File: src/include/ccrb_pkg.sv
`default_nettype none

package ccrb_pkg;

   // ----------------------------------------------------------------
   // Bus geometry
   // ----------------------------------------------------------------
   localparam int ADDR_W = 8;
   localparam int DATA_W = 32;
   localparam int STRB_W = DATA_W / 8;

   // ----------------------------------------------------------------
   // Register byte offsets
   // ----------------------------------------------------------------
   localparam logic [ADDR_W-1:0] SYSTEM_CONTROL_OFS    = 8'h00;
   localparam logic [ADDR_W-1:0] SPARE_CONTROL_OFS     = 8'h04;
   localparam logic [ADDR_W-1:0] FAULT_ADDRESS_OFS     = 8'h08;
   localparam logic [ADDR_W-1:0] PAGE_BASE_OFS         = 8'h0c;
   localparam logic [ADDR_W-1:0] TIMESTAMP_CONTROL_OFS = 8'h10;

   // ----------------------------------------------------------------
   // System control register fields
   // ----------------------------------------------------------------
   localparam int PAGING_ENABLE_BIT         = 31;
   localparam int CACHE_DISABLE_BIT         = 30;
   localparam int WRITE_BACK_SELECT_BIT     = 29;
   localparam int ALIGNMENT_CHECK_MASK_BIT  = 18;
   localparam int WRITE_PROTECT_BIT         = 16;
   localparam int TASK_SWITCHED_BIT         = 3;
   localparam int EMULATE_COPROC_BIT        = 2;
   localparam int MONITOR_COPROC_BIT        = 1;
   localparam int PROTECTED_MODE_ENABLE_BIT = 0;
   localparam logic [DATA_W-1:0] SYSTEM_CONTROL_MASK  = 32'he005000f;
   localparam logic [DATA_W-1:0] SYSTEM_CONTROL_RESET = 32'h00000000;

   // ----------------------------------------------------------------
   // Fault address, page base and timestamp control fields
   // ----------------------------------------------------------------
   localparam logic [DATA_W-1:0] FAULT_ADDRESS_RESET = 32'h00000000;
   localparam int PAGE_DIR_BASE_LSB = 12;
   localparam int PAGE_DIR_BASE_W   = DATA_W - PAGE_DIR_BASE_LSB;
   localparam logic [PAGE_DIR_BASE_W-1:0] PAGE_DIR_BASE_RESET = 20'h00000;
   localparam int TS_PRIV_LOCK_BIT = 2;
   localparam logic TS_PRIV_LOCK_RESET = 1'b1;

   // ----------------------------------------------------------------
   // Privilege and response codes
   // ----------------------------------------------------------------
   localparam int PRIV_W = 2;
   localparam logic [PRIV_W-1:0] MOST_PRIVILEGED = 2'h0;
   localparam logic [1:0] RESP_OKAY   = 2'h0;
   localparam logic [1:0] RESP_SLVERR = 2'h2;
   localparam logic [1:0] RESP_DECERR = 2'h3;
   localparam logic [DATA_W-1:0] ZERO_WORD = 32'h00000000;

   typedef enum logic [0:0] {WR_COLLECT, WR_RESP} ccrb_wr_state_t;
   typedef enum logic [0:0] {RD_IDLE, RD_RESP} ccrb_rd_state_t;

endpackage

`default_nettype wire

File: src/ccrb_ts_gate.sv
`timescale 1ns/1ps
`default_nettype none

module ccrb_ts_gate (
   input  wire logic                        clk,
   input  wire logic                        rst,
   input  wire logic                        lock,
   input  wire logic [ccrb_pkg::PRIV_W-1:0] priv_level,
   input  wire logic                        req,
   output var  logic                        grant,
   output var  logic                        fault
);

   // ----------------------------------------------------------------
   // Permission decision
   // ----------------------------------------------------------------
   logic next_grant;
   logic next_fault;
   logic allowed;

   always_comb begin
      // An unlocked counter is open to every level, a locked one only
      // to the most privileged level.
      allowed = !lock || (priv_level == ccrb_pkg::MOST_PRIVILEGED);
      next_grant = req && allowed;
      next_fault = req && !allowed;
   end

   always_ff @(posedge clk or posedge rst) begin
      if (rst) begin
         grant <= 1'b0;
         fault <= 1'b0;
      end else begin
         grant <= next_grant;
         fault <= next_fault;
      end
   end

endmodule

`default_nettype wire

File: src/ccrb_regs.sv
// The implementer's own choices: the placing of the registers and register access over AXI4-Lite.
`timescale 1ns/1ps
`default_nettype none

module ccrb_regs (
   input  wire logic                                  SYS_CLK,
   input  wire logic                                  RST,
   input  wire logic [ccrb_pkg::ADDR_W-1:0]           S_AXI_AWADDR,
   input  wire logic                                  S_AXI_AWVALID,
   output var  logic                                  S_AXI_AWREADY,
   input  wire logic [ccrb_pkg::DATA_W-1:0]           S_AXI_WDATA,
   input  wire logic [ccrb_pkg::STRB_W-1:0]           S_AXI_WSTRB,
   input  wire logic                                  S_AXI_WVALID,
   output var  logic                                  S_AXI_WREADY,
   output var  logic [1:0]                            S_AXI_BRESP,
   output var  logic                                  S_AXI_BVALID,
   input  wire logic                                  S_AXI_BREADY,
   input  wire logic [ccrb_pkg::ADDR_W-1:0]           S_AXI_ARADDR,
   input  wire logic                                  S_AXI_ARVALID,
   output var  logic                                  S_AXI_ARREADY,
   output var  logic [ccrb_pkg::DATA_W-1:0]           S_AXI_RDATA,
   output var  logic [1:0]                            S_AXI_RRESP,
   output var  logic                                  S_AXI_RVALID,
   input  wire logic                                  S_AXI_RREADY,
   input  wire logic [ccrb_pkg::PRIV_W-1:0]           CURRENT_PRIVILEGE_LEVEL,
   input  wire logic                                  READ_TIMESTAMP_REQ,
   output var  logic                                  READ_TIMESTAMP_GRANT,
   output var  logic                                  READ_TIMESTAMP_FAULT,
   input  wire logic                                  FAULT_VALID,
   input  wire logic [ccrb_pkg::DATA_W-1:0]           FAULT_LINEAR_ADDRESS,
   output var  logic [ccrb_pkg::PAGE_DIR_BASE_W-1:0]  PAGE_DIRECTORY_BASE,
   output var  logic                                  PAGING_ENABLE,
   output var  logic                                  CACHE_DISABLE,
   output var  logic                                  WRITE_BACK_SELECT,
   output var  logic                                  ALIGNMENT_CHECK_MASK,
   output var  logic                                  WRITE_PROTECT,
   output var  logic                                  PROTECTED_MODE_ENABLE,
   output var  logic                                  TIMESTAMP_PRIVILEGE_LOCK
);

   localparam int DW = ccrb_pkg::DATA_W;
   localparam int AW = ccrb_pkg::ADDR_W;
   localparam int SW = ccrb_pkg::STRB_W;
   localparam int PW = ccrb_pkg::PAGE_DIR_BASE_W;

   // ----------------------------------------------------------------
   // Architectural state
   // ----------------------------------------------------------------
   logic [DW-1:0] system_control;
   logic [DW-1:0] fault_address;
   logic [PW-1:0] page_dir_base;
   logic          ts_lock;
   logic [DW-1:0] next_system_control;
   logic [DW-1:0] next_fault_address;
   logic [PW-1:0] next_page_dir_base;
   logic          next_ts_lock;

   // ----------------------------------------------------------------
   // Write channel state
   // ----------------------------------------------------------------
   ccrb_pkg::ccrb_wr_state_t wr_state;
   ccrb_pkg::ccrb_wr_state_t next_wr_state;
   logic          aw_have;
   logic          w_have;
   logic [AW-1:0] aw_addr;
   logic [DW-1:0] w_data;
   logic [SW-1:0] w_strb;
   logic          next_aw_have;
   logic          next_w_have;
   logic [AW-1:0] next_aw_addr;
   logic [DW-1:0] next_w_data;
   logic [SW-1:0] next_w_strb;
   logic          next_awready;
   logic          next_wready;
   logic          next_bvalid;
   logic [1:0]    next_bresp;
   logic          wr_fire;
   logic          wr_commit;
   logic [DW-1:0] byte_mask;

   // ----------------------------------------------------------------
   // Read channel state
   // ----------------------------------------------------------------
   ccrb_pkg::ccrb_rd_state_t rd_state;
   ccrb_pkg::ccrb_rd_state_t next_rd_state;
   logic          next_arready;
   logic          next_rvalid;
   logic [DW-1:0] next_rdata;
   logic [1:0]    next_rresp;

   // ----------------------------------------------------------------
   // Access check and decode
   // ----------------------------------------------------------------
   logic priv_ok;

   function automatic logic is_mapped(input logic [AW-1:0] addr);
      unique case (addr)
         ccrb_pkg::SYSTEM_CONTROL_OFS,
         ccrb_pkg::SPARE_CONTROL_OFS,
         ccrb_pkg::FAULT_ADDRESS_OFS,
         ccrb_pkg::PAGE_BASE_OFS,
         ccrb_pkg::TIMESTAMP_CONTROL_OFS: is_mapped = 1'b1;
         default:                         is_mapped = 1'b0;
      endcase
   endfunction

   // Reads see the stored fields only, so every bit that has no storage
   // comes back as zero whatever software wrote there.
   function automatic logic [DW-1:0] read_word(input logic [AW-1:0] addr,
                                               input logic [DW-1:0] sys,
                                               input logic [DW-1:0] flt,
                                               input logic [PW-1:0] pdb,
                                               input logic          lock);
      logic [DW-1:0] word;
      word = ccrb_pkg::ZERO_WORD;
      unique case (addr)
         ccrb_pkg::SYSTEM_CONTROL_OFS: word = sys;
         ccrb_pkg::FAULT_ADDRESS_OFS:  word = flt;
         ccrb_pkg::PAGE_BASE_OFS: begin
            word[DW-1:ccrb_pkg::PAGE_DIR_BASE_LSB] = pdb;
         end
         ccrb_pkg::TIMESTAMP_CONTROL_OFS: begin
            word[ccrb_pkg::TS_PRIV_LOCK_BIT] = lock;
         end
         default: word = ccrb_pkg::ZERO_WORD;
      endcase
      read_word = word;
   endfunction

   // In real mode every level may touch the registers; once protection
   // is on, only the most privileged level may.
   always_comb begin
      priv_ok = !system_control[ccrb_pkg::PROTECTED_MODE_ENABLE_BIT] ||
                (CURRENT_PRIVILEGE_LEVEL == ccrb_pkg::MOST_PRIVILEGED);
   end

   // ----------------------------------------------------------------
   // Write channel
   // ----------------------------------------------------------------
   always_comb begin
      next_wr_state = wr_state;
      next_aw_have  = aw_have;
      next_w_have   = w_have;
      next_aw_addr  = aw_addr;
      next_w_data   = w_data;
      next_w_strb   = w_strb;
      next_bvalid   = S_AXI_BVALID;
      next_bresp    = S_AXI_BRESP;
      wr_fire       = 1'b0;
      wr_commit     = 1'b0;
      unique case (wr_state)
         ccrb_pkg::WR_COLLECT: begin
            if (S_AXI_AWVALID && S_AXI_AWREADY) begin
               next_aw_have = 1'b1;
               next_aw_addr = S_AXI_AWADDR;
            end
            if (S_AXI_WVALID && S_AXI_WREADY) begin
               next_w_have = 1'b1;
               next_w_data = S_AXI_WDATA;
               next_w_strb = S_AXI_WSTRB;
            end
            if (next_aw_have && next_w_have) begin
               wr_fire       = 1'b1;
               next_aw_have  = 1'b0;
               next_w_have   = 1'b0;
               next_bvalid   = 1'b1;
               next_wr_state = ccrb_pkg::WR_RESP;
               if (!is_mapped(next_aw_addr)) begin
                  next_bresp = ccrb_pkg::RESP_DECERR;
               end else if (!priv_ok) begin
                  next_bresp = ccrb_pkg::RESP_SLVERR;
               end else begin
                  next_bresp = ccrb_pkg::RESP_OKAY;
                  wr_commit  = 1'b1;
               end
            end
         end
         ccrb_pkg::WR_RESP: begin
            if (S_AXI_BREADY) begin
               next_bvalid   = 1'b0;
               next_wr_state = ccrb_pkg::WR_COLLECT;
            end
         end
      endcase
      next_awready = (next_wr_state == ccrb_pkg::WR_COLLECT) && !next_aw_have;
      next_wready  = (next_wr_state == ccrb_pkg::WR_COLLECT) && !next_w_have;
   end

   always_ff @(posedge SYS_CLK or posedge RST) begin
      if (RST) begin
         wr_state      <= ccrb_pkg::WR_COLLECT;
         aw_have       <= 1'b0;
         w_have        <= 1'b0;
         aw_addr       <= '0;
         w_data        <= '0;
         w_strb        <= '0;
         S_AXI_AWREADY <= 1'b0;
         S_AXI_WREADY  <= 1'b0;
         S_AXI_BVALID  <= 1'b0;
         S_AXI_BRESP   <= ccrb_pkg::RESP_OKAY;
      end else begin
         wr_state      <= next_wr_state;
         aw_have       <= next_aw_have;
         w_have        <= next_w_have;
         aw_addr       <= next_aw_addr;
         w_data        <= next_w_data;
         w_strb        <= next_w_strb;
         S_AXI_AWREADY <= next_awready;
         S_AXI_WREADY  <= next_wready;
         S_AXI_BVALID  <= next_bvalid;
         S_AXI_BRESP   <= next_bresp;
      end
   end

   // ----------------------------------------------------------------
   // Byte lanes
   // ----------------------------------------------------------------
   for (genvar i = 0; i < SW; i++) begin : g_lane
      assign byte_mask[8*i +: 8] = {8{next_w_strb[i]}};
   end

   // ----------------------------------------------------------------
   // Register update
   // ----------------------------------------------------------------
   always_comb begin
      logic [DW-1:0] merged;
      merged = (read_word(next_aw_addr, system_control, fault_address,
                          page_dir_base, ts_lock) & ~byte_mask) |
               (next_w_data & byte_mask);
      next_system_control = system_control;
      next_fault_address  = fault_address;
      next_page_dir_base  = page_dir_base;
      next_ts_lock        = ts_lock;
      if (wr_commit) begin
         unique case (next_aw_addr)
            ccrb_pkg::SYSTEM_CONTROL_OFS: begin
               next_system_control = merged & ccrb_pkg::SYSTEM_CONTROL_MASK;
            end
            ccrb_pkg::FAULT_ADDRESS_OFS: next_fault_address = merged;
            ccrb_pkg::PAGE_BASE_OFS: begin
               next_page_dir_base = merged[DW-1:ccrb_pkg::PAGE_DIR_BASE_LSB];
            end
            ccrb_pkg::TIMESTAMP_CONTROL_OFS: begin
               next_ts_lock = merged[ccrb_pkg::TS_PRIV_LOCK_BIT];
            end
            default: next_system_control = system_control;
         endcase
      end
      // A fault reported by the paging logic outranks a software write in
      // the same cycle, so the faulting address is never lost.
      if (FAULT_VALID) begin
         next_fault_address = FAULT_LINEAR_ADDRESS;
      end
   end

   always_ff @(posedge SYS_CLK or posedge RST) begin
      if (RST) begin
         system_control <= ccrb_pkg::SYSTEM_CONTROL_RESET;
         fault_address  <= ccrb_pkg::FAULT_ADDRESS_RESET;
         page_dir_base  <= ccrb_pkg::PAGE_DIR_BASE_RESET;
         ts_lock        <= ccrb_pkg::TS_PRIV_LOCK_RESET;
      end else begin
         system_control <= next_system_control;
         fault_address  <= next_fault_address;
         page_dir_base  <= next_page_dir_base;
         ts_lock        <= next_ts_lock;
      end
   end

   // ----------------------------------------------------------------
   // Read channel
   // ----------------------------------------------------------------
   always_comb begin
      next_rd_state = rd_state;
      next_arready  = S_AXI_ARREADY;
      next_rvalid   = S_AXI_RVALID;
      next_rdata    = S_AXI_RDATA;
      next_rresp    = S_AXI_RRESP;
      unique case (rd_state)
         ccrb_pkg::RD_IDLE: begin
            next_arready = 1'b1;
            if (S_AXI_ARVALID && S_AXI_ARREADY) begin
               next_arready  = 1'b0;
               next_rvalid   = 1'b1;
               next_rd_state = ccrb_pkg::RD_RESP;
               next_rdata    = ccrb_pkg::ZERO_WORD;
               if (!is_mapped(S_AXI_ARADDR)) begin
                  next_rresp = ccrb_pkg::RESP_DECERR;
               end else if (!priv_ok) begin
                  next_rresp = ccrb_pkg::RESP_SLVERR;
               end else begin
                  next_rresp = ccrb_pkg::RESP_OKAY;
                  next_rdata = read_word(S_AXI_ARADDR, system_control,
                                         fault_address, page_dir_base,
                                         ts_lock);
               end
            end
         end
         ccrb_pkg::RD_RESP: begin
            if (S_AXI_RREADY) begin
               next_rvalid   = 1'b0;
               next_arready  = 1'b1;
               next_rd_state = ccrb_pkg::RD_IDLE;
            end
         end
      endcase
   end

   always_ff @(posedge SYS_CLK or posedge RST) begin
      if (RST) begin
         rd_state      <= ccrb_pkg::RD_IDLE;
         S_AXI_ARREADY <= 1'b0;
         S_AXI_RVALID  <= 1'b0;
         S_AXI_RDATA   <= ccrb_pkg::ZERO_WORD;
         S_AXI_RRESP   <= ccrb_pkg::RESP_OKAY;
      end else begin
         rd_state      <= next_rd_state;
         S_AXI_ARREADY <= next_arready;
         S_AXI_RVALID  <= next_rvalid;
         S_AXI_RDATA   <= next_rdata;
         S_AXI_RRESP   <= next_rresp;
      end
   end

   // ----------------------------------------------------------------
   // Timestamp read permission
   // ----------------------------------------------------------------
   ccrb_ts_gate u_ts_gate (
      .clk        (SYS_CLK),
      .rst        (RST),
      .lock       (ts_lock),
      .priv_level (CURRENT_PRIVILEGE_LEVEL),
      .req        (READ_TIMESTAMP_REQ),
      .grant      (READ_TIMESTAMP_GRANT),
      .fault      (READ_TIMESTAMP_FAULT)
   );

   // ----------------------------------------------------------------
   // Field outputs, each a stored bit or, for the page directory base, a stored 20-bit field
   // ----------------------------------------------------------------
   assign PAGE_DIRECTORY_BASE   = page_dir_base;
   assign PAGING_ENABLE         = system_control[ccrb_pkg::PAGING_ENABLE_BIT];
   assign CACHE_DISABLE         = system_control[ccrb_pkg::CACHE_DISABLE_BIT];
   assign WRITE_BACK_SELECT     = system_control[ccrb_pkg::WRITE_BACK_SELECT_BIT];
   assign ALIGNMENT_CHECK_MASK  = system_control[ccrb_pkg::ALIGNMENT_CHECK_MASK_BIT];
   assign WRITE_PROTECT         = system_control[ccrb_pkg::WRITE_PROTECT_BIT];
   assign PROTECTED_MODE_ENABLE = system_control[ccrb_pkg::PROTECTED_MODE_ENABLE_BIT];
   assign TIMESTAMP_PRIVILEGE_LOCK = ts_lock;

endmodule

`default_nettype wire

File: config.mk
export PLATFORM = sky130hd
export DESIGN_NAME = ccrb_regs
export DESIGN_NICKNAME = d
export VERILOG_FILES = /design/src/include/ccrb_pkg.sv /design/src/ccrb_ts_gate.sv /design/src/ccrb_regs.sv
export SDC_FILE = /design/constraint.sdc
export NUM_CORES = 1
export LEC_CHECK = 0
export CAP_MARGIN = 20
export CORE_MARGIN = 5
export CORE_UTILIZATION = 25
export CTS_CLUSTER_DIAMETER = 50
export CTS_CLUSTER_SIZE = 16
export DETAILED_ROUTE_END_ITERATION = 6
export DONT_BUFFER_PORTS = 1
export PLACE_DENSITY = 0.47
export SLEW_MARGIN = 25
export SYNTH_ARGS = -nofsm -noshare
export SYNTH_HDL_FRONTEND = slang
export SYNTH_SLANG_ARGS = --single-unit
File: constraint.sdc
create_clock -name SYS_CLK -period 14.6 [get_ports SYS_CLK]
set_input_delay 2.92 -clock SYS_CLK [delete_from_list [all_inputs] [get_ports SYS_CLK]]
set_output_delay 2.92 -clock SYS_CLK [all_outputs]
set_load 0.005 [all_outputs]
# After elaboration in Yosys (flattened, before gate mapping)
# Index checks and enable logic that the tools add are counted.
# Widths: inputs -> output; s select.
[op_classes]
eq_ne = 15
n_mux = 56
bitwise = 7
n_reduce_logical = 31
[op_table]
columns = ["operator", "count"]
rows = [
  ["$mux 32", 7],
  ["$pmux 20 s3", 2],
  ["$and 32x32->32", 2],
  ["$eq 8x4->1 const B", 6],
  ["$pmux 9 s2", 2],
  ["$not 32->32", 1],
  ["$or 32x32->32", 1],
  ["$mux 1", 28],
  ["$eq 8x5->1 const B", 3],
  ["$logic_not 8->1", 3],
  ["$mux 8", 3],
  ["$eq 8x3->1 const B", 2],
  ["$reduce_and 2->1", 8],
  ["$pmux 1 s2", 5],
  ["$reduce_or 5->1", 2],
  ["$logic_and 1x1->1", 8],
  ["$mux 4", 2],
  ["$ne 2x2->1 const B", 4],
  ["$pmux 2 s2", 2],
  ["$mux 2", 3],
  ["$pmux 1 s3", 2],
  ["$logic_not 1->1", 5],
  ["$reduce_bool 2->1", 2],
  ["$not 1->1", 3],
  ["2 further kinds", 3],
]
[totals]
ff_bits = 153
inputBits = 95
output_inout_bits = 70

# Longest topological paths before layout
[logic_depth]
depth_word = 13
ltp_mapped = 9

# By module
# From an unflattened synthesis, not the netlist that was laid out.
[hier_totals]
cells_unflattened = 718
area_unflattened_um2 = 7492.2
[modules_own_cells]
columns = ["module", "instances", "cells_per_inst", "area_each_um2"]
rows = [
  ["ccrb_regs", 1, 711, 7419.6],
  ["ccrb_ts_gate", 1, 7, 72.6],
]

# Least setup slack after synthesis
# Ideal clock, no wire load.
[synth_timing]
kind = "input to register"
startpoint = "in S_AXI_ARADDR[0] (netlist bit)"
endpoint = "reg S_AXI_RDATA[10] (netlist bit)"
setup_time_ps = 65
arrival_time_ps = 4590
path_slack_ps = 9945
cell_stages = 6
path_buffers = 1
path_cell_list = "or4_1 > or4_1 > nor3_1 > and2_1 > buf_2 > a22o_1"
[synth_via]
elab_chain_len = 6
word_cells_on_any_way = 12
[synth_lines]
columns = ["item", "line", "rtl"]
rows = [
  ["start: declaration", "ccrb_regs.sv:18", "input wire logic [ccrb_pkg::ADDR_W-1:0] S_AXI_ARADDR,"],
  ["$eq 8x4->1 (tied with other cells)", "ccrb_regs.sv:97", "unique case (addr)"],
  ["$reduce_or 5->1", "ccrb_regs.sv:97", ""],
  ["$mux 1", "ccrb_regs.sv:97", ""],
  ["$mux 1", "ccrb_regs.sv:282", "if (S_AXI_ARVALID && S_AXI_ARREADY) begin"],
  ["$mux 1", "ccrb_regs.sv:279", "unique case (rd_state)"],
  ["$mux 32 *", "ccrb_regs.sv:287", "if (!is_mapped(S_AXI_ARADDR)) begin"],
  ["end signal: assignment", "ccrb_regs.sv:314", "S_AXI_RDATA <= ccrb_pkg::ZERO_WORD;"],
  ["end signal: assignment", "ccrb_regs.sv:320", "S_AXI_RDATA <= next_rdata;"],
  ["end: declaration", "ccrb_regs.sv:21", "output var logic [ccrb_pkg::DATA_W-1:0] S_AXI_RDATA,"],
]
# Every way passes the cells marked *; elsewhere a longest branch is shown, timed or not. The select of a mux whose other input is x is not followed.
# A chain may end at the register's enable or synchronous reset.

# Worst setup path after layout
[layout_timing]
startpoint = "in S_AXI_AWADDR[6] (netlist bit)"
endpoint = "reg fault_address[23]"
[layout_via]
elab_chain_len = 12
word_cells_on_any_way = 27
[layout_lines]
columns = ["item", "line", "rtl"]
rows = [
  ["start: declaration", "ccrb_regs.sv:8", "input wire logic [ccrb_pkg::ADDR_W-1:0] S_AXI_AWADDR,"],
  ["$mux 8 *", "ccrb_regs.sv:153", "if (S_AXI_AWVALID && S_AXI_AWREADY) begin"],
  ["$mux 8 *", "ccrb_regs.sv:151", "unique case (wr_state)"],
  ["$eq 8x3->1 (tied with other cells)", "ccrb_regs.sv:97", ""],
  ["$reduce_or 5->1", "ccrb_regs.sv:97", ""],
  ["$mux 1", "ccrb_regs.sv:97", ""],
  ["$mux 1", "ccrb_regs.sv:162", "if (next_aw_have && next_w_have) begin"],
  ["$mux 1", "ccrb_regs.sv:151", ""],
  ["$mux 1", "ccrb_regs.sv:168", "if (!is_mapped(next_aw_addr)) begin"],
  ["$mux 1", "ccrb_regs.sv:162", ""],
  ["$mux 1", "ccrb_regs.sv:151", ""],
  ["$reduce_bool 2->1 (no source line)", "-", ""],
  ["$reduce_and 2->1 (no source line)", "-", ""],
  ["end signal: assignment", "ccrb_regs.sv:259", "fault_address <= ccrb_pkg::FAULT_ADDRESS_RESET;"],
  ["end signal: assignment", "ccrb_regs.sv:264", "fault_address <= next_fault_address;"],
  ["end: declaration", "ccrb_regs.sv:50", "logic [DW-1:0] fault_address;"],
]
# Marked as above.

==> impl_metrics.ini <==
[logic_synthesis]
synth_async_sr_flop_share_pct = 100.0
synth_enable_flop_cells = 0
post_synth_top_area_share_pct = 49.84
synth_top_cells_by_area = dfrtp_1 (50%), mux2_2 (7.4%), nand2_1 (4.4%)
yosys_most_used_dff = dfrtp_1
synthesis.nets = 844
synth_sequential_area_ratio_pct = 50.19
postSynthCellCount = 749
synth.yosys.warnings = 0
postSynthAreaPerCell_um2 = 10.19
dominant_cell_type_by_area_after_synthesis = dfrtp_1
synth_cell_types = 58
synth_area_um2 = 7631
synth.ff_latch_count = 153

[setup_path]
cp_data_arrival_time_ps = 5470
cp-end-kind = flop
worst-path-buf-inv = 2
critical_path.max_stage_delay_ps = 760
cpLargestDelayFamily = simple AND/OR/NAND/NOR gates
worst_path_most_repeated_cell = buf_4
worstPathMaxFanout = 24
worstSetupPathType = in2reg
critical_path_top_delay_cell = nor3_2
crit_path_start_kind = input pin
worstPathRequired_ps = 14960
crit_path_cell_trace = nor3_1, and4_1, buf_4, nor2_2, buf_4, nor3_2, a221o_1

[power_and_ir_drop]
switching_share_pct = 34.45
power_per_cell_area_nw_per_um2 = 162.7
switching_power_mw = 0.4843
p_int_mw = 0.9217
seq_power_share_pct = 40.4
vdd_ir_drop_max_uv = 85.19
pwr-share-clk_pct = 32.7
power.share.combinational_pct = 26.9
p_leak_nw = 3.587

[status]
status = finished, final reports clean

[clocking]
clk_pin_slew_ps = 70
clock_insertion_delay_worst_skew_ps = 440
cts.path.max_buffers = 2
total_cts_buffers = 17
tritoncts = yes
cts_post_setup_buffers_inserted = 0
cts_resized = 0
cts.hold.buffers_added = 0
count_of_h_tree_levels_built_during_cts = 4
cts.sinks = 153
cts-root-buf = clkbuf_16

[final_layout]
n_fill_cell = 3165
syn_to_final_growth_pct = 13.23
fin_area_um2 = 8641
drive_gt1_share_pct = 15.85
final_nets = 820

[run]
maxCapViolations = 0

[grt]
grt_pass1_vias = 5871
first_pass_grt_wire_length_mm = 38.12
grt_max_degree = 78
global_route.overflow_total = 0
grt_use_total_pct = 14.85
antenna_found_initial = 7

[timing]
setup_viol_count_final = 0
timing.setup.tns_ps = 0
hold_viol_final = 0
fin_crit_ps = 5112
maxSlewViolCount = 0
finalClockSkew_ps = 20.86
clock.fmax_mhz = 195.6
setup_repair_after_global_routing_missed_its_margin = false
final_min_period_over_clock_period_pct = 35.02
worst_slew_margin_rel_pct = 34.20
worst_slew_pin_tran_ps = 981.6
hold_ws_ps = 477.0

[route]
drtAntennaViolNets = 0
vias_per_cell = 5.083
detailedRoute.firstIterationViolations = 297
drc = 0
wl_per_cell_um = 22.10
routed-via-count = 5774
drt_pre_antenna_iters = 4
postRouteWirelength_mm = 25.11

[min_path]
hp-class = reg2reg

[place]
placement.cell_area_um2 = 8001
portBuffers = 0
place_congestion = 0.7673
sum_of_net_half_perimeters_after_detailed_placement_mm = 17.50

[floorplan]
rows = 64
effective_utilization_at_floorplan_pct = 25.14
placeableCoreArea_um2 = 30350
die-width_um = 184.7
floorplan.die.height_um = 184.7
overall_die_area_um2 = 34120
num_io_pins = 165
final cells by class:
type | count | area (um^2) | area share, %
sequential | 153 | 3830 | 44.32
multi-input combinational | 532 | 3562 | 41.23
tap | 396 | 495.5 | 5.734
clock buffer | 18 | 439.2 | 5.083
clock inverter | 14 | 163.9 | 1.897
timing repair buffer | 10 | 98.84 | 1.144
inverter | 11 | 46.29 | 0.5358
antenna | 2 | 5.005 | 0.05792
Yosys cell counts, types with 9 or more instances:
library cell and instances:
a21oi_1 22, a22o_1 11, a31o_1 11, a31oi_1 21, buf_2 14, clkbuf_1 36, dfrtp_1 152, inv_1 11
mux2_2 50, mux2i_1 25, nand2_1 90, nand2b_1 24, nor2_1 39, nor2b_1 12, nor3_1 9, nor4_1 16
o211ai_2 10, o21ai_0 43, o21ai_1 54, o31ai_1 10
cell families after synthesis:
group / count (synthesis) / synth area share [%]
AOI/OAI and AO/OA: 216 / 18.63
buffers and inverters: 64 / 3.525
and+or+nand+nor: 233 / 15.82
DFF: 153 / 50.19
muxes: 83 / 11.84
registers in the layout (all words and copies together) (netlist names), 2 cells and up:
signal and count:
S_AXI_BRESP 2, PAGE_DIRECTORY_BASE 20, S_AXI_RRESP 2, w_strb 4, aw_addr 8, fault_address 32, w_data 32, system_control 9
S_AXI_RDATA 32
metrics by stage:
step | worst slack (ps) | util [%] | power [mW] | instances
finish | 9488 | 28.47 | 1.406 | 1136
global route | 9428 | 28.46 | 1.497 | 1135
CTS | 9533 | 28.35 | 1.427 | 1133
detailed placement | 9055 | 26.36 | 0.9595 | 1101
global placement | 9061 | 26.34 | 0.9555 | 1101
floorplan | 7560 | - | 0.8531 | 749
worst min-delay path: cells and delay by family, from the launching register on:
| family | cells | cell delay [ps] |
|---|---|---|
| simple gates | 2 | 100 |
| flops | 1 | 340 |
cell usage in the layout (no fill, tap or decap), types with 8 or more instances in the layout:
| cell | synthesis | final |
|---|---|---|
| o21ai_0 | 43 | 43 |
| a31o_1 | 11 | 11 |
| mux2_2 | 50 | 50 |
| a221o_1 | 8 | 8 |
| buf_4 | 1 | 8 |
| mux2i_1 | 25 | 23 |
| nor2b_1 | 12 | 12 |
| o31ai_1 | 10 | 10 |
| nor3_1 | 9 | 9 |
| inv_1 | 11 | 10 |
| clkbuf_16 | 0 | 17 |
| mux2_1 | 8 | 8 |
| nor4_1 | 16 | 16 |
| nand2b_1 | 24 | 24 |
| a21oi_1 | 22 | 22 |
| a22o_1 | 11 | 11 |
| dfrtp_1 | 152 | 152 |
| a31oi_1 | 21 | 21 |
| o21ai_1 | 54 | 54 |
| nor2_1 | 39 | 38 |
| nand2_1 | 90 | 90 |
| o211ai_2 | 10 | 10 |
metal layers:
metal  vias up  wire (um)  global-route usage (%)
met1      2928      10970                   19.32
met2       134      12100                   23.99
met4         8        240                   3.318
met5         -         48                       0
met3        20       1743                   5.210
li1       2684          -                       -
path summary, 6_finish.rpt:
path	startpoint	slack, ps	cells after the start	end
min in group asynchronous	RST	2490	1	w_data[12]$_DFF_PP0_
worst min register to register	aw_addr[6]$_DFF_PP0_	480	2	aw_addr[6]$_DFF_PP0_
worst min-delay path	aw_addr[6]$_DFF_PP0_	480	2	aw_addr[6]$_DFF_PP0_
max in group asynchronous	RST	10900	2	w_strb[2]$_DFF_PP0_
worst max register to register	aw_addr[6]$_DFF_PP0_	11410	5	fault_address[23]$_DFFE_PP0P_
worst max-delay path	S_AXI_AWADDR[6]	9490	7	fault_address[23]$_DFFE_PP0P_
power by group through the flow:
stage / clock (mW) / combinational [mW] / sequential, mW
3_5_place_dp: 0 / 0.383 / 0.577
4_1_cts: 0.475 / 0.384 / 0.569
2_1_floorplan: 0 / 0.301 / 0.553
3_3_place_gp: 0 / 0.381 / 0.574
6_report: 0.460 / 0.379 / 0.567
5_1_grt: 0.491 / 0.425 / 0.580
(Power assumes the default switching activity.)
